--- src/gced_pkg.sv ---
// Shared constants and types for the remote command and error decoder
package gced_pkg;

  // Error codes, two hex characters each
  localparam logic [7:0] ERR_RAM      = 8'h01;
  localparam logic [7:0] ERR_ROM      = 8'h02;
  localparam logic [7:0] ERR_INSTPORT = 8'h03;
  localparam logic [7:0] ERR_BCDPORT  = 8'h04;
  localparam logic [7:0] ERR_SWEEP    = 8'h05;
  localparam logic [7:0] ERR_ADDR     = 8'h06;
  localparam logic [7:0] ERR_LEGACY   = 8'h07;
  localparam logic [7:0] ERR_EXT      = 8'h08;
  localparam logic [7:0] ERR_LEVEL    = 8'h09;
  localparam logic [7:0] ERR_MOD      = 8'h0a;
  localparam logic [7:0] ERR_NONE     = 8'h00;

  // Highest bus address accepted from the keyboard
  localparam logic [4:0] MAX_BUS_ADDR = 5'h1e;

  // Modulation limits, in units of the argument (three digits)
  localparam logic [9:0] AM_MAX_PCT  = 10'h063;
  localparam logic [9:0] PM_MAX_DEG  = 10'h063;
  localparam logic [9:0] FM_MAX_KHZ  = 10'h3de;
  localparam logic [9:0] FM_MIN_KHZ  = 10'h001;
  localparam logic [1:0] MAX_DIGITS  = 2'h3;

  // Dispatched function codes
  typedef enum logic [4:0] {
    FN_NONE, FN_CENTER, FN_UP, FN_DOWN, FN_INCR, FN_LEVEL, FN_FMDEV, FN_AMDEPTH,
    FN_PMDEV, FN_MODOFF, FN_FMCAL, FN_HALF, FN_SRC, FN_WIDTH, FN_SWMODE,
    FN_SWRATE, FN_BLANK, FN_SHOW, FN_CLEAR
  } gced_fn_t;

  // Parser states
  typedef enum logic [2:0] {
    PS_FIRST, PS_SECOND, PS_ARG, PS_UNIT2, PS_WORD2, PS_WORD3
  } gced_ps_t;

endpackage

--- src/gced_decoder.sv ---
// Remote command parser, limit checker and error code reporter
// Summary of operation
// - Report 01 on power-up RAM failure
// - Report 02 on ROM checksum mismatch
// - Report 03 on instrument port read-back error
// - Report 04 on BCD port read-back error
// - Keep latest error 01-05 for redisplay
// - Report 05 when sweep leaves carrier range
// - Reject keyboard bus address above 30, 06
// - Legacy set: unknown character gives 07
// - Extended set: unknown character gives 08
// - Level out of range: 09, command dropped
// - Output level takes three significant digits
// - Modulation level out of range gives 0A
// - Modulation argument takes three significant digits
// - Deviation: up to three digits, then units
// - Envelope depth is read as percent
// - Phase depth is read in degrees
// - Reset or legacy select: legacy set only
// - Extended select: extended set until legacy
`timescale 1ns/1ps

module gced_decoder (
  // Clock and reset
  input  wire logic                 ref_clk,
  input  wire logic                 rst_n,
  // Received bus characters
  input  wire logic                 rxValid,
  input  wire logic [7:0]           rxChar,
  input  wire logic                 legacyValid,
  // Self test results, one-cycle pulses
  input  wire logic                 ramFail,
  input  wire logic                 romFail,
  input  wire logic                 instPortFail,
  input  wire logic                 bcdPortFail,
  // Sweep check
  input  wire logic                 sweepOn,
  input  wire logic                 sweepLowUnder,
  input  wire logic                 sweepHighOver,
  input  wire logic                 sweepCheck,
  // Keyboard address entry
  input  wire logic                 kbAddrValid,
  input  wire logic [7:0]           kbAddr,
  // Level check from the RF section
  input  wire logic                 levelOutOfRange,
  // Operator redisplay request
  input  wire logic                 shiftError,
  // Mode and dispatch
  output logic                      extendedSet,
  output logic                      cmdValid,
  output gced_pkg::gced_fn_t        cmdFn,
  output logic [9:0]                cmdArg,
  output logic [7:0]                cmdUnit,
  output logic                      cmdLevelNeg,
  // Error display and accepted bus address
  output logic                      errValid,
  output logic [7:0]                errCode,
  output logic [15:0]               errText,
  output logic [7:0]                savedErr,
  output logic                      bindAddrValid,
  output logic [4:0]                busAddr
);

  ////////////////////////////////////////////////////////////////////////////
  // Reset synchroniser
  logic rstMeta_r;                       // First stage
  logic rstSync_r;                       // Released reset, active low

  // Two-stage release of the asynchronous reset
  always_ff @(posedge ref_clk or negedge rst_n) begin
    if (!rst_n) begin
      rstMeta_r <= 1'b0;
      rstSync_r <= 1'b0;
    end else begin
      rstMeta_r <= 1'b1;
      rstSync_r <= rstMeta_r;
    end
  end

  ////////////////////////////////////////////////////////////////////////////
  // Helper functions

  // Character is a decimal digit
  function automatic logic isDigit(input logic [7:0] c);
    isDigit = (c >= 8'h30) && (c <= 8'h39);
  endfunction

  // Hex nibble to ASCII character
  function automatic logic [7:0] hexChar(input logic [3:0] n);
    hexChar = (n < 4'ha) ? (8'h30 + {4'h0, n}) : (8'h37 + {4'h0, n});
  endfunction

  // Upper-case letter and letter or digit to function code
  function automatic gced_pkg::gced_fn_t pairFn(input logic [7:0] a, input logic [7:0] b);
    pairFn = gced_pkg::FN_NONE;
    unique case ({a, b})
      16'h4652: pairFn = gced_pkg::FN_CENTER;   // Center tune
      16'h5550: pairFn = gced_pkg::FN_UP;
      16'h444e: pairFn = gced_pkg::FN_DOWN;     // Step decrease
      16'h4953: pairFn = gced_pkg::FN_INCR;     // Increment set
      16'h4150: pairFn = gced_pkg::FN_LEVEL;    // Output level
      16'h464d: pairFn = gced_pkg::FN_FMDEV;    // Frequency deviation
      16'h414d: pairFn = gced_pkg::FN_AMDEPTH;  // Envelope depth
      16'h504d: pairFn = gced_pkg::FN_PMDEV;    // Phase deviation
      16'h4d4f: pairFn = gced_pkg::FN_MODOFF;
      16'h4643: pairFn = gced_pkg::FN_FMCAL;
      16'h434e: pairFn = gced_pkg::FN_HALF;     // Half deviation
      16'h4d31, 16'h4d32, 16'h4d34, 16'h4d38, 16'h4d39: pairFn = gced_pkg::FN_SRC;
      16'h4653: pairFn = gced_pkg::FN_WIDTH;
      16'h5730, 16'h5731, 16'h5732, 16'h5733: pairFn = gced_pkg::FN_SWMODE;
      16'h5431, 16'h5432, 16'h5433: pairFn = gced_pkg::FN_SWRATE;
      16'h4442: pairFn = gced_pkg::FN_BLANK;
      16'h444f: pairFn = gced_pkg::FN_SHOW;
      default: pairFn = gced_pkg::FN_NONE;
    endcase
  endfunction

  // Code that takes a numeric argument and a unit
  function automatic logic takesArg(input gced_pkg::gced_fn_t f);
    takesArg = (f == gced_pkg::FN_CENTER) || (f == gced_pkg::FN_INCR) ||
               (f == gced_pkg::FN_LEVEL) || (f == gced_pkg::FN_FMDEV) ||
               (f == gced_pkg::FN_AMDEPTH) || (f == gced_pkg::FN_PMDEV) ||
               (f == gced_pkg::FN_WIDTH);
  endfunction

  ////////////////////////////////////////////////////////////////////////////
  // Parser state
  gced_pkg::gced_ps_t ps_r;              // Parser state
  logic [7:0]         first_r;           // First letter of the pair
  logic [7:0]         unit1_r;           // First character of the unit
  gced_pkg::gced_fn_t fn_r;              // Code awaiting its argument
  logic [9:0]         arg_r;             // Accumulated argument
  logic [1:0]         digits_r;          // Significant digits seen
  logic               neg_r;             // Minus sign seen in the argument
  logic [1:0]         wordSel_r;         // Mode word being matched: 1 legacy, 2 ext
  logic               badChar;           // Unrecognised character this cycle
  logic               modeLegacy;        // Legacy select completed
  logic               modeExt;           // Extended select completed
  logic               argDone;           // Argument with unit completed
  logic               simpleDone;        // Code without argument completed

  // Classify the received character against the parser state
  always_comb begin
    badChar    = 1'b0;
    modeLegacy = 1'b0;
    modeExt    = 1'b0;
    argDone    = 1'b0;
    simpleDone = 1'b0;
    if (rxValid) begin
      unique case (ps_r)
        gced_pkg::PS_FIRST: begin
          // Letters only; separators are ignored
          badChar = !((rxChar >= 8'h41 && rxChar <= 8'h5a) || rxChar == 8'h20 ||
                      rxChar == 8'h0d || rxChar == 8'h0a || rxChar == 8'h2c);
        end
        gced_pkg::PS_SECOND: begin
          if ({first_r, rxChar} == 16'h4f4c || {first_r, rxChar} == 16'h4e45) begin
            badChar = 1'b0;
          end else if (pairFn(first_r, rxChar) == gced_pkg::FN_NONE) begin
            badChar = 1'b1;
          end else begin
            simpleDone = !takesArg(pairFn(first_r, rxChar));
          end
        end
        gced_pkg::PS_ARG: begin
          // Sign, digits, point, then unit letters
          if (isDigit(rxChar)) begin
            badChar = (digits_r == gced_pkg::MAX_DIGITS);
          end else begin
            badChar = !(rxChar == 8'h2b || rxChar == 8'h2d || rxChar == 8'h2e ||
                        (rxChar >= 8'h41 && rxChar <= 8'h5a));
          end
        end
        gced_pkg::PS_UNIT2: begin
          argDone = 1'b1;
        end
        gced_pkg::PS_WORD2: begin
          badChar = !((wordSel_r == 2'h1 && rxChar == 8'h44) ||
                      (wordSel_r == 2'h2 && rxChar == 8'h57));
        end
        default: badChar = 1'b1;
      endcase
    end
    // Completion of a mode word
    if (rxValid && ps_r == gced_pkg::PS_WORD2 && !badChar) begin
      modeLegacy = (wordSel_r == 2'h1);
      modeExt    = (wordSel_r == 2'h2);
    end
  end

  // Parser sequencing, extended set only
  always_ff @(posedge ref_clk or negedge rstSync_r) begin
    if (!rstSync_r) begin
      ps_r      <= gced_pkg::PS_FIRST;
      first_r   <= 8'h00;
      unit1_r   <= 8'h00;
      fn_r      <= gced_pkg::FN_NONE;
      arg_r     <= 10'h000;
      digits_r  <= 2'h0;
      neg_r     <= 1'b0;
      wordSel_r <= 2'h0;
    end else if (rxValid && extendedSet) begin
      if (badChar) begin
        ps_r <= gced_pkg::PS_FIRST;
      end else begin
        unique case (ps_r)
          gced_pkg::PS_FIRST: begin
            if (rxChar >= 8'h41 && rxChar <= 8'h5a) begin
              first_r <= rxChar;
              ps_r    <= gced_pkg::PS_SECOND;
            end
          end
          gced_pkg::PS_SECOND: begin
            if ({first_r, rxChar} == 16'h4f4c) begin
              wordSel_r <= 2'h1;
              ps_r      <= gced_pkg::PS_WORD2;
            end else if ({first_r, rxChar} == 16'h4e45) begin
              wordSel_r <= 2'h2;
              ps_r      <= gced_pkg::PS_WORD2;
            end else if (takesArg(pairFn(first_r, rxChar))) begin
              fn_r     <= pairFn(first_r, rxChar);
              arg_r    <= 10'h000;
              digits_r <= 2'h0;
              neg_r    <= 1'b0;
              ps_r     <= gced_pkg::PS_ARG;
            end else begin
              ps_r <= gced_pkg::PS_FIRST;
            end
          end
          gced_pkg::PS_ARG: begin
            if (isDigit(rxChar)) begin
              // Decimal accumulate of up to three digits
              arg_r <= 10'((arg_r * 10'h00a) + {6'h00, rxChar[3:0]});
              if (digits_r != 2'h0 || rxChar != 8'h30) begin
                digits_r <= 2'(digits_r + 2'h1);
              end
            end else if (rxChar == 8'h2d) begin
              neg_r <= 1'b1;
            end else if (rxChar >= 8'h41 && rxChar <= 8'h5a) begin
              unit1_r <= rxChar;
              ps_r    <= gced_pkg::PS_UNIT2;
            end
          end
          gced_pkg::PS_UNIT2: ps_r <= gced_pkg::PS_FIRST;
          // Mode word ends on its last letter; the next letter starts a code
          gced_pkg::PS_WORD2: ps_r <= gced_pkg::PS_FIRST;
          gced_pkg::PS_WORD3: ps_r <= gced_pkg::PS_FIRST;
        endcase
      end
    end else if (!extendedSet) begin
      ps_r <= gced_pkg::PS_FIRST;
    end
  end

  ////////////////////////////////////////////////////////////////////////////
  // Code set selection

  // Legacy after reset; extended select arrives pre-decoded by the legacy path
  always_ff @(posedge ref_clk or negedge rstSync_r) begin
    if (!rstSync_r) begin
      extendedSet <= 1'b0;
    end else if (extendedSet && modeLegacy) begin
      extendedSet <= 1'b0;
    end else if (!extendedSet && legacyValid && rxValid && rxChar == 8'hff) begin
      extendedSet <= 1'b1;
    end
  end

  ////////////////////////////////////////////////////////////////////////////
  // Dispatch and limit checks
  logic unitOk;                          // Unit pair fits the code
  logic modBad;                          // Modulation argument out of limits

  // Units and limits of the completed argument
  always_comb begin
    unitOk = 1'b1;
    modBad = 1'b0;
    unique case (fn_r)
      gced_pkg::FN_AMDEPTH: begin
        unitOk = ({unit1_r, rxChar} == 16'h5043);
        modBad = (arg_r > gced_pkg::AM_MAX_PCT);
      end
      gced_pkg::FN_PMDEV: begin
        unitOk = ({unit1_r, rxChar} == 16'h4447);
        modBad = (arg_r > gced_pkg::PM_MAX_DEG);
      end
      gced_pkg::FN_FMDEV: begin
        unitOk = ({unit1_r, rxChar} == 16'h4b5a);
        modBad = (arg_r > gced_pkg::FM_MAX_KHZ) || (arg_r < gced_pkg::FM_MIN_KHZ);
      end
      default: ;
    endcase
  end

  // Output one dispatched command per completed code that passes its unit and limit checks
  always_ff @(posedge ref_clk or negedge rstSync_r) begin
    if (!rstSync_r) begin
      cmdValid    <= 1'b0;
      cmdFn       <= gced_pkg::FN_NONE;
      cmdArg      <= 10'h000;
      cmdUnit     <= 8'h00;
      cmdLevelNeg <= 1'b0;
    end else begin
      cmdValid <= 1'b0;
      if (extendedSet && simpleDone) begin
        cmdValid <= 1'b1;
        cmdFn    <= pairFn(first_r, rxChar);
        cmdArg   <= 10'h000;
        cmdUnit  <= 8'h00;
      end else if (extendedSet && argDone && unitOk && !modBad &&
                   !(fn_r == gced_pkg::FN_LEVEL && levelOutOfRange)) begin
        cmdValid    <= 1'b1;
        cmdFn       <= fn_r;
        cmdArg      <= arg_r;
        cmdUnit     <= rxChar;
        cmdLevelNeg <= neg_r;
      end
    end
  end

  ////////////////////////////////////////////////////////////////////////////
  // Error reporting
  logic [7:0] errNow;                    // Error raised this cycle

  // Priority of simultaneous error sources, self test first
  always_comb begin
    errNow = gced_pkg::ERR_NONE;
    if (ramFail) begin
      errNow = gced_pkg::ERR_RAM;
    end else if (romFail) begin
      errNow = gced_pkg::ERR_ROM;
    end else if (instPortFail) begin
      errNow = gced_pkg::ERR_INSTPORT;
    end else if (bcdPortFail) begin
      errNow = gced_pkg::ERR_BCDPORT;
    end else if (sweepCheck && sweepOn && (sweepLowUnder || sweepHighOver)) begin
      errNow = gced_pkg::ERR_SWEEP;
    end else if (kbAddrValid && kbAddr > {3'h0, gced_pkg::MAX_BUS_ADDR}) begin
      errNow = gced_pkg::ERR_ADDR;
    end else if (!extendedSet && legacyValid && rxValid && rxChar == 8'h00) begin
      errNow = gced_pkg::ERR_LEGACY;
    end else if (extendedSet && (badChar || (argDone && !unitOk))) begin
      errNow = gced_pkg::ERR_EXT;
    end else if (extendedSet && argDone && fn_r == gced_pkg::FN_LEVEL && levelOutOfRange) begin
      errNow = gced_pkg::ERR_LEVEL;
    end else if (extendedSet && argDone && modBad) begin
      errNow = gced_pkg::ERR_MOD;
    end
  end

  // Display the code, keep self-test and sweep errors for redisplay
  always_ff @(posedge ref_clk or negedge rstSync_r) begin
    if (!rstSync_r) begin
      errValid <= 1'b0;
      errCode  <= gced_pkg::ERR_NONE;
      errText  <= 16'h3030;
      savedErr <= gced_pkg::ERR_NONE;
    end else begin
      errValid <= 1'b0;
      if (errNow != gced_pkg::ERR_NONE) begin
        errValid <= 1'b1;
        errCode  <= errNow;
        errText  <= {hexChar(errNow[7:4]), hexChar(errNow[3:0])};
        if (errNow <= gced_pkg::ERR_SWEEP) begin
          savedErr <= errNow;
        end
      end else if (shiftError && savedErr != gced_pkg::ERR_NONE) begin
        errValid <= 1'b1;
        errCode  <= savedErr;
        errText  <= {hexChar(savedErr[7:4]), hexChar(savedErr[3:0])};
      end
    end
  end

  // Keyboard address accepted only up to the limit
  always_ff @(posedge ref_clk or negedge rstSync_r) begin
    if (!rstSync_r) begin
      bindAddrValid <= 1'b0;
      busAddr       <= 5'h00;
    end else begin
      bindAddrValid <= 1'b0;
      if (kbAddrValid && kbAddr <= {3'h0, gced_pkg::MAX_BUS_ADDR}) begin
        bindAddrValid <= 1'b1;
        busAddr       <= kbAddr[4:0];
      end
    end
  end

endmodule

--- config.mk ---
export PLATFORM = sky130hd
export DESIGN_NAME = gced_decoder
export DESIGN_NICKNAME = d
export VERILOG_FILES = /design/src/gced_pkg.sv /design/src/gced_decoder.sv
export SDC_FILE = /design/constraint.sdc
export NUM_CORES = 1
export LEC_CHECK = 0
export ABC_CLOCK_PERIOD_IN_PS = 2800
export BUFFER_PORTS_ARGS = -buffer_cell sky130_fd_sc_hd__clkbuf_2
export CAP_MARGIN = 15
export CORE_UTILIZATION = 31
export CTS_CLUSTER_SIZE = 25
export DETAILED_ROUTE_END_ITERATION = 8
export PLACE_DENSITY = 0.52
export SLEW_MARGIN = 20
export SYNTH_ARGS = -nofsm -noshare
export SYNTH_HDL_FRONTEND = slang
export SYNTH_SLANG_ARGS = --single-unit
--- constraint.sdc ---
create_clock -name ref_clk -period 2.8 [get_ports ref_clk]
set_input_delay 0.56 -clock ref_clk [delete_from_list [all_inputs] [get_ports ref_clk]]
set_output_delay 0.56 -clock ref_clk [all_outputs]
set_load 0.02 [all_outputs]
# Word level (Yosys, flattened, before mapping)
# Index checks and enable logic that the tools add are counted.
[word_totals]
reg_bits = 106
latchBits = 0
ramBits = 0
mem_bits_ro = 0
input_bits = 31
output_inout_bits = 65
word_cells = 309
mem_count = 0
[op_classes]
add_sub_neg = 10
n_mul = 1
div_mod_pow = 0
order_cmp = 14
n_eq_ne = 80
shifts = 0
muxes = 88
n_bitwise = 6
reduce_logical = 88
[ops]
columns = ["op", "count"]
rows = [
  ["16-bit by 15-bit equality test with 1-bit output, second input constant", 31],
  ["5-bit one-hot mux with 17 select lines", 1],
  ["5-bit two-way mux", 14],
  ["10-bit two-way mux", 6],
  ["5-bit by 3-bit equality test with 1-bit output, second input constant", 11],
  ["6-bit by 4-bit adder with 7-bit output, first input constant", 6],
  ["8-bit by 6-bit equality test with 1-bit output, second input constant", 5],
  ["4-bit two-way mux", 10],
  ["16-bit two-way mux", 2],
  ["8-bit two-way mux", 4],
  ["1-bit logical AND", 28],
  ["7-bit two-way mux", 4],
  ["3-bit two-way mux", 9],
  ["5-bit by 4-bit equality test with 1-bit output, second input constant", 5],
  ["1-bit logical OR", 25],
  ["1-bit two-way mux", 23],
  ["10-bit one-hot mux with 2 select lines", 1],
  ["8-bit by 4-bit equality test with 1-bit output, second input constant", 2],
  ["8-bit by 7-bit equality test with 1-bit output, second input constant", 2],
  ["2-bit two-way mux", 8],
  ["4-bit != test, second input constant", 4],
  ["8-bit AND reduction", 2],
  ["8-bit nonzero test", 2],
  ["6-bit by 4-bit adder with 7-bit output, both inputs constant", 2],
  ["other kinds (45)", 80],
]

# Depth between registers and ports, before layout
# Gate-level depths: netlist of the first run.
[logic_depth]
depth_word = 26
mapped_depth = 15
depth_no_buf = 13

# Worst setup path after synthesis of the first run
# OpenSTA, ideal clock, no wires.
[synth_path]
kind = "input to register"
from = "in rxChar[0]"
to = "reg errText[0]"
setup_ns = 0.138
arrival_time_ns = 3.419
required_ns = 2.662
setup_slack_ns = -0.757
cell_stages = 14
path_buffers = 4
path_cell_list = "clkbuf_1 -> buf_2 -> buf_2 -> a31o_2 -> o41ai_1 -> a31oi_1 -> nor3_1 -> o41ai_1 -> ha_1 -> nor2b_1 -> a31oi_1 -> clkbuf_1 -> a211oi_1 -> a31oi_1"
[synth_via]
elab_chain_len = 24
elab_cells_between_ends = 95
classes_between = "add/sub: 2; order compare: 5; eq/ne: 40; mux: 20; reduce/logical: 28"
[synth_rtl]
columns = ["item", "line", "rtl"]
rows = [
  ["start, declared", "gced_decoder.sv:29", "input wire logic [7:0] rxChar,"],
  ["16-bit by 15-bit equality test with 1-bit output", "gced_decoder.sv:96", "unique case ({a, b})"],
  ["5-bit OR reduction, or another cell as far along", "gced_decoder.sv:96", ""],
  ["5-bit one-hot mux with 17 select lines", "gced_decoder.sv:96", ""],
  ["5-bit two-way mux", "gced_decoder.sv:157", "if ({first_r, rxChar} == 16'h4f4c || {first_r, rxChar} == 16'h4e45) begin"],
  ["5-bit two-way mux", "gced_decoder.sv:150", "unique case (ps_r)"],
  ["5-bit two-way mux", "gced_decoder.sv:149", "if (rxValid) begin"],
  ["5-bit logical NOT", "gced_decoder.sv:159", "end else if (pairFn(first_r, rxChar) == gced_pkg::FN_NONE) begin"],
  ["1-bit two-way mux", "gced_decoder.sv:159", ""],
  ["[8 not listed]", "--", ""],
  ["4-bit two-way mux *", "gced_decoder.sv:336", "end else if (sweepCheck && sweepOn && (sweepLowUnder || sweepHighOver)) begin"],
  ["4-bit two-way mux *", "gced_decoder.sv:334", "end else if (bcdPortFail) begin"],
  ["4-bit two-way mux *", "gced_decoder.sv:332", "end else if (instPortFail) begin"],
  ["4-bit two-way mux *", "gced_decoder.sv:330", "end else if (romFail) begin"],
  ["4-bit two-way mux *", "gced_decoder.sv:328", "if (ramFail) begin"],
  ["6-bit by 4-bit adder with 7-bit output / 4-bit less-than comparator (equally long branches)", "gced_decoder.sv:90", "hexChar = (n < 4'ha) ? (8'h30 + {4'h0, n}) : (8'h37 + {4'h0, n});"],
  ["7-bit two-way mux", "gced_decoder.sv:90", ""],
  ["16-bit two-way mux", "gced_decoder.sv:360", "if (errNow != gced_pkg::ERR_NONE) begin"],
  ["end signal, assigned", "gced_decoder.sv:363", "errText <= {hexChar(errNow[7:4]), hexChar(errNow[3:0])};"],
  ["end signal, assigned", "gced_decoder.sv:370", "errText <= {hexChar(savedErr[7:4]), hexChar(savedErr[3:0])};"],
  ["end, declared", "gced_decoder.sv:58", "output logic [15:0] errText,"],
]
# Mark *: on every way between the ends. The rest lies on a longest branch, timed or not. The select of a mux whose other input is x is not followed.
# A chain may end at the register's enable or synchronous reset.

# Worst setup path in the final report of the first run
[layout_path]
from = "reg fn_r[1]"
to = "reg errText[0]"
[layout_via]
elab_chain_len = 17
elab_cells_between_ends = 31
classes_between = "add/sub: 2; order compare: 1; eq/ne: 4; mux: 14; reduce/logical: 10"
[layout_rtl]
columns = ["item", "line", "rtl"]
rows = [
  ["start, declared", "gced_decoder.sv:131", "gced_pkg::gced_fn_t fn_r;"],
  ["start signal, assigned", "gced_decoder.sv:197", "fn_r <= gced_pkg::FN_NONE;"],
  ["start signal, assigned", "gced_decoder.sv:221", "fn_r <= pairFn(first_r, rxChar);"],
  ["5-bit by 3-bit equality test with 1-bit output / 5-bit by 4-bit equality test with 1-bit output (equally long branches)", "gced_decoder.sv:278", "unique case (fn_r)"],
  ["1-bit one-hot mux with 3 select lines / 2-bit OR reduction (equally long branches)", "--", ""],
  ["1-bit logical NOT / 1-bit one-hot mux with 2 select lines (equally long branches)", "gced_decoder.sv:342, gced_decoder.sv:278", ""],
  ["1-bit logical AND (on tied branches)", "gced_decoder.sv:342, gced_decoder.sv:346", ""],
  ["1-bit logical OR / 4-bit two-way mux (equally long branches)", "gced_decoder.sv:342, gced_decoder.sv:346", ""],
  ["1-bit logical AND / 4-bit two-way mux (equally long branches)", "gced_decoder.sv:342, gced_decoder.sv:344", ""],
  ["4-bit two-way mux *", "gced_decoder.sv:342", "end else if (extendedSet && (badChar || (argDone && !unitOk))) begin"],
  ["4-bit two-way mux *", "gced_decoder.sv:340", "end else if (!extendedSet && legacyValid && rxValid && rxChar == 8'h00) begin"],
  ["4-bit two-way mux *", "gced_decoder.sv:338", "end else if (kbAddrValid && kbAddr > {3'h0, gced_pkg::MAX_BUS_ADDR}) begin"],
  ["4-bit two-way mux *", "gced_decoder.sv:336", ""],
  ["4-bit two-way mux *", "gced_decoder.sv:334", ""],
  ["4-bit two-way mux *", "gced_decoder.sv:332", ""],
  ["4-bit two-way mux *", "gced_decoder.sv:330", ""],
  ["4-bit two-way mux *", "gced_decoder.sv:328", ""],
  ["6-bit by 4-bit adder with 7-bit output / 4-bit less-than comparator (equally long branches)", "gced_decoder.sv:90", ""],
  ["7-bit two-way mux", "gced_decoder.sv:90", ""],
  ["16-bit two-way mux", "gced_decoder.sv:360", ""],
]
# Mark *: on every way between the ends. The rest lies on a longest branch, timed or not.

==> flow_summary.toml, run 1 <==
[status]
violations = "setup timing"
outcome = "finished, violations left"

[yosys]
synth_cells = 611
yosysUniqueCellTypes = 77
synth_top_family_by_area = "simple AND/OR/NAND/NOR gates"
postSynth.asyncResetShare_pct = 100
synth_simple_gate_area_share_pct = 23.8
synth.avg_cell_area_sq_um = 9.25
synth.area.mux_share_pct = 5.87
synthXorXnorAreaFrac_pct = 2.32
synth_compound_area_share_pct = 17.5
syn_area_sq_um = 5650
seq_area_frac_synth_pct = 39.5
synth-seq-cells = 89
synth-edff-count = 0
synth_flop_cell = "dfrtp_1"
synth_warnings = 0
synth_adder_area_share_pct = 4.91

[route]
maxUsedRoutingLayer = "met4"
vias = 5481
drtPass1Iterations = 4
final_antenna_net_count = 0
met2_length_microns = 8830
dr.first_iter.drc_count = 225
drc = 0
met1_length_microns = 8380
wl_met3_microns = 735
wl_microns = 18300
wire_per_inst_microns = 17.0
viasPerCell = 5.10

[die]
die_area_sq_um = 18800
start_util_pct = 31.6
die_w_microns = 137
io-pin-count = 96
die_h_microns = 137
core_area_sq_um = 17900
row_count = 49

[critical_path]
worst_ep_arrival_time_ns = 3.28
endpoint_kind = "flop"
critical_path.startpoint_type = "flop"
required_ns = 3.07
worstSetupPathType = "reg -> reg"
path_max_fanout = 8

[sta]
layout_min_cycle_time_ns = 3.01
rsz0062_at_grt = "yes"
hold_viol_final = 0
fmax_ghz = 0.332
setup_viol = 18
drv_slew = 0
finalClockSkew_ns = 0.00696
setup_ws_ns = -0.211
fin_crit_sh_pct = 108
tightest_slew_ns = 0.583
slew_headroom_pct = 61.1

[global_route]
grt_max_degree = 49
grt_pass1_vias = 5529
antenna_found_initial = 0
grt_overflow = 0
grt_usage_pct = 20.0
grt_pass1_wl_microns = 28900

[clock_tree]
cts_inserted_buffers = 9
clock-sinks = 89
cts_tree = "yes"
h-tree-depth = 3
cts_root_buf = "clkbuf_16"
cts.path.max_buffers = 2
path_clk_slew_ns = 0.07
insertion_delay_ns = 0.35

[finish]
instances_no_fill = 1074
nNetsFinal = 892
design_area_sq_um = 8450
nFillCells = 1743
final_cell_mix = "buf_4 (149), dfrtp_1 (83), clkbuf_2 (74)"
fin_util_pct = 47.2
drive_gt1_share_pct = 44.5
final_common_cell = "buf_4"
syn_to_final_growth_pct = 49.5
antennaDiodeCount = 0

[placement]
dpl.cell_count = 1039
dpl_cell_area_sq_um = 7510
gp_congestion = 0.858
portBuffers = 78
dp_hpwl_microns = 14100

[pwr]
p_leak_nw = 4.08
vdd_drop_max_mv = 0.297
cellPowerDensity_nw_per_um2 = 375

[hold_path]
hp-class = "reg -> async"

[run]
max_cap_viol_count = 0
[cells by family (layout without fill, tap and decap cells)]
family	after synthesis	in the layout
buffers and inverters	70	287
other	2	18
adder cells (fa/ha/maj)	21	21
AO/OA/AOI/OAI	144	145
AND/OR/NAND/NOR	240	240
multiplexers	30	30
XOR/XNOR	15	15
flip-flops	89	89
[Yosys cell counts (10+ instances only)]
master / n / area share, %
dfrtp_1: 87 / 39
nand2_1: 71 / 4.7
nor2_1: 32 / 2.1
o21ai_1: 26 / 2.3
a21oi_1: 23 / 2.0
clkbuf_1: 22 / 1.5
inv_1: 22 / 1.5
ha_1: 19 / 4.2
buf_4: 17 / 2.3
nor3_1: 17 / 1.5
mux2_1: 16 / 3.2
nand3_1: 13 / 1.2
and2_1: 12 / 1.3
a21o_1: 11 / 1.5
nor2b_1: 11 / 1.2
o21ai_0: 11 / 0.97
a22o_1: 10 / 1.5
xnor2_1: 10 / 1.5
[final timing paths]
check | startpoint | end | slack (ns) | cells after the start
min | rstSync_r$_DFF_PN0_ | first_r[7]$_DFFE_PN0P_ | 0.32 | 0
min reg2reg | rstSync_r$_DFF_PN0_ | first_r[7]$_DFFE_PN0P_ | 0.32 | 0
min in group ref_clk | rstMeta_r$_DFF_PN0_ | rstSync_r$_DFF_PN0_ | 0.36 | 0
max | fn_r[1]$_DFFE_PN0P_ | errText[0]$_DFFE_PN0P_ | -0.21 | 13
max reg2reg | fn_r[1]$_DFFE_PN0P_ | errText[0]$_DFFE_PN0P_ | -0.21 | 13
max in group asynchronous | rstSync_r$_DFF_PN0_ | errText[4]$_DFFE_PN1P_ | 1.76 | 1
[cell type report]
cell class | instances | area (sq um) | share of cell area (%)
repair buffers | 249 | 1800 | 21.3
multi-input cells | 469 | 3730 | 44.2
clock inverters | 6 | 75.1 | 0.888
clock buffers | 10 | 239 | 2.83
inverters | 22 | 82.6 | 0.977
well taps | 229 | 287 | 3.39
flip-flops and latches | 89 | 2240 | 26.5
[per-layer routing]
metal | global-route usage, % | up-vias
li1 | - | 2659
met1 | 26.0 | 2664
met2 | 33.7 | 137
met3 | 2.44 | 21
met4 | 7.63 | 0
met5 | 0 | -
[worst max-delay path: stages, from the launching register on]
cell,delay (ns)
dfrtp_1,0.39
or4b_4,0.57
or4_4,0.45
o41ai_4,0.09
a31oi_4,0.16
nor3_4,0.16
o41ai_2,0.10
ha_2,0.22
nand2_1,0.08
o21ai_2,0.07
a31oi_4,0.26
buf_6,0.18
a211oi_2,0.04
a31oi_1,0.17
[repair_timing]
item                       in CTS  in global routing
hold endpoints to repair        2                  0
buffers inserted                7                 12
gates cloned                    1                  2
setup endpoints to repair      75                 73
gates resized for setup        41                 65
pin swaps                      18                 28
hold buffers                    1                  0
[report_power, final]
group / switching [mW] / total, mW / internal (mW) / leakage, nW
Combinational: 0.285 / 0.500 / 0.214 / 2.75
Sequential: 0.0399 / 1.37 / 1.33 / 1.18
Clock: 0.568 / 1.30 / 0.730 / 0.151
[registers in the layout (all words and copies together), names as in the netlist, 3 cells and up]
register and cells:
arg_r 10, first_r 8, savedErr 4, ps_r 3
unit1_r 8, cmdUnit 8, errCode 4, errText 7
busAddr 5, cmdArg 10, cmdFn 5, fn_r 5
[stage by stage]
stage	setup slack [ns]	hold slack, ns	power (mW)	TNS (ns)
2_1_floorplan	-0.256	0.264	1.68	-6.49
3_3_place_gp	-0.577	0.338	1.85	-31.56
3_5_place_dp	-0.626	0.346	1.86	-34.36
4_1_cts	-0.257	0.355	3.20	-2.78
5_1_grt	-0.339	0.379	3.31	-4.89
6_report	-0.211	0.323	3.17	-1.95
Note: power is estimated with default switching activity, not from simulation.
==> inputs of run 2 (changes only) <==
MAX_ROUTING_LAYER = met4   (was unset)
==> run 2 against run 1 <==
Effect of this change: the run still ends with setup timing left; setup slack got worse by 0.11 ns; clock-buffer cell count did not move; first-iteration DRC count fell by 25%; critical path depth fell by 1; die area did not move; via count rose by 1.2%; highest routed layer unchanged; worst hold slack got worse by 0.061 ns; final cell count rose by 0.28%; combinational power rose by 5.8%; sequential cell count did not move; largest power group is now the clock network.
==> flow_summary.toml, run 2 (synthesized netlist as in run 1, its figures left out) <==
[finish]
fin_util_pct = 47.5
instances_no_fill = 1077
syn_to_final_growth_pct = 50.6
nFillCells = 1693
final_common_cell = "buf_4"
design_area_sq_um = 8510
layout.area.seq_sq_um = 2240
largestRegisters = "arg_r: 10 flops, cmdArg: 10 flops"
nNetsFinal = 895
drive_gt1_share_pct = 44.8
final_cell_mix = "buf_4 (155), dfrtp_1 (84), clkbuf_2 (74)"
multiInputGateArea_sq_um = 3750
antennaDiodeCount = 0

[die]
core_area_sq_um = 17900
die_w_microns = 137
start_util_pct = 31.6
row_count = 49
io-pin-count = 96
die_area_sq_um = 18800
die_h_microns = 137

[pwr]
cellPowerDensity_nw_per_um2 = 387
combPwrFrac_pct = 16.1
pwr-share-seq_pct = 41.4
power.share.switching_pct = 27.8
p_clk_share_pct = 42.5
vdd_drop_max_mv = 0.272
p_leak_nw = 4.13
total_power_mw = 3.29
p_switching_mw = 0.916
internal_power_mw = 2.38

[placement]
portBuffers = 78
dp_slack_ns = -0.557
dpl_cell_area_sq_um = 7520
dpl.cell_count = 1038
gp_congestion = 0.925
dp_hpwl_microns = 14200

[sta]
finalClockSkew_ns = 0.00748
setup_viol = 16
slew_headroom_pct = 63.8
hold_viol_final = 0
tightest_slew_ns = 0.540
tns_ns = -3.82
setup_ws_ns = -0.326
drv_slew = 0
fin_hold_ws_ns = 0.261
fmax_ghz = 0.320
fin_crit_sh_pct = 112
layout_min_cycle_time_ns = 3.13
rsz0062_at_grt = "yes"

[route]
vias = 5548
wl_microns = 18500
final_antenna_net_count = 0
dr.first_iter.drc_count = 169
viasPerCell = 5.15
drtPass1Iterations = 4
drc = 0
wire_per_inst_microns = 17.2

[status]
outcome = "finished, violations left"
violations = "setup timing"

[clock_tree]
path_clk_slew_ns = 0.07
clock-sinks = 89
cts_root_buf = "clkbuf_16"
h-tree-depth = 3
cts_tree = "yes"
insertion_delay_ns = 0.35
cts.path.max_buffers = 2
cts_inserted_buffers = 9

[global_route]
grt_max_degree = 60
antenna_found_initial = 0
grt_overflow = 0
grt_pass1_wl_microns = 29100
grt_pass1_vias = 5489
grt_usage_pct = 20.9

[critical_path]
worstSetupPathType = "reg -> reg"
crit_family = "simple AND/OR/NAND/NOR gates"
required_ns = 3.07
worst_ep_arrival_time_ns = 3.39
crit_chain = "or4b_4 -> or4_4 -> o41ai_4 -> a31oi_2 -> nor3_2 -> o41ai_2 -> ha_2 -> nor2b_4 -> a31oi_4 -> buf_6 -> a211oi_2 -> a31oi_1"
path_max_fanout = 8
endpoint_kind = "flop"
max_stage_delay_ns = 0.58
path_buf_inv = 1
crit_slowest_cell = "or4b_4"
critical_path.startpoint_type = "flop"

[hold_path]
hp-class = "reg -> async"

[run]
max_cap_viol_count = 0
## run 2: power by group through the flow
stage               registers, mW  logic, mW  clock network (mW)
floorplan                    1.44      0.234                   0
global placement             1.39      0.472                   0
detailed placement           1.39      0.477                   0
CTS                          1.36      0.507                1.43
global route                 1.37      0.577                1.49
finish                       1.36      0.529                1.40
## run 2: path summary, 6_finish.rpt
check                               startpoint                endpoint  slack (ns)  cells after the start
setup reg to reg           fn_r[1]$_DFFE_PN0P_  errText[0]$_DFFE_PN0P_       -0.33                     12
setup / recovery           fn_r[1]$_DFFE_PN0P_  errText[0]$_DFFE_PN0P_       -0.33                     12
hold reg to reg            rstSync_r$_DFF_PN0_  first_r[2]$_DFFE_PN0P_        0.26                      0
min in group ref_clk       rstMeta_r$_DFF_PN0_     rstSync_r$_DFF_PN0_        0.35                      0
max in group asynchronous  rstSync_r$_DFF_PN0_  errText[5]$_DFFE_PN1P_        1.82                      1
hold / removal             rstSync_r$_DFF_PN0_  first_r[2]$_DFFE_PN0P_        0.26                      0
## run 2: per-layer routing
layer	global-route usage [%]	routed length, microns
met5	-	0
met4	5.31	196
met3	2.74	664
met2	36.1	9360
met1	25.4	8330
## run 2: layout make-up
type	instances	area share, %
tap	229	3.37
inverter	22	0.970
multi-input combinational	469	44.1
clock buffer	10	2.81
sequential	89	26.3
clock inverter	6	1.19
timing repair buffer	252	21.3
## run 2: timing repair
| action | 4_1_cts | 5_1_grt |
|---|---|---|
| resized for setup | 49 | 62 |
| cloned | 1 | 0 |
| endpoints found under the hold margin | 2 | 0 |
| setup endpoints to repair | 68 | 80 |
| pin swaps | 28 | 28 |
| hold buffers | 1 | 0 |
| setup buffers | 13 | 11 |
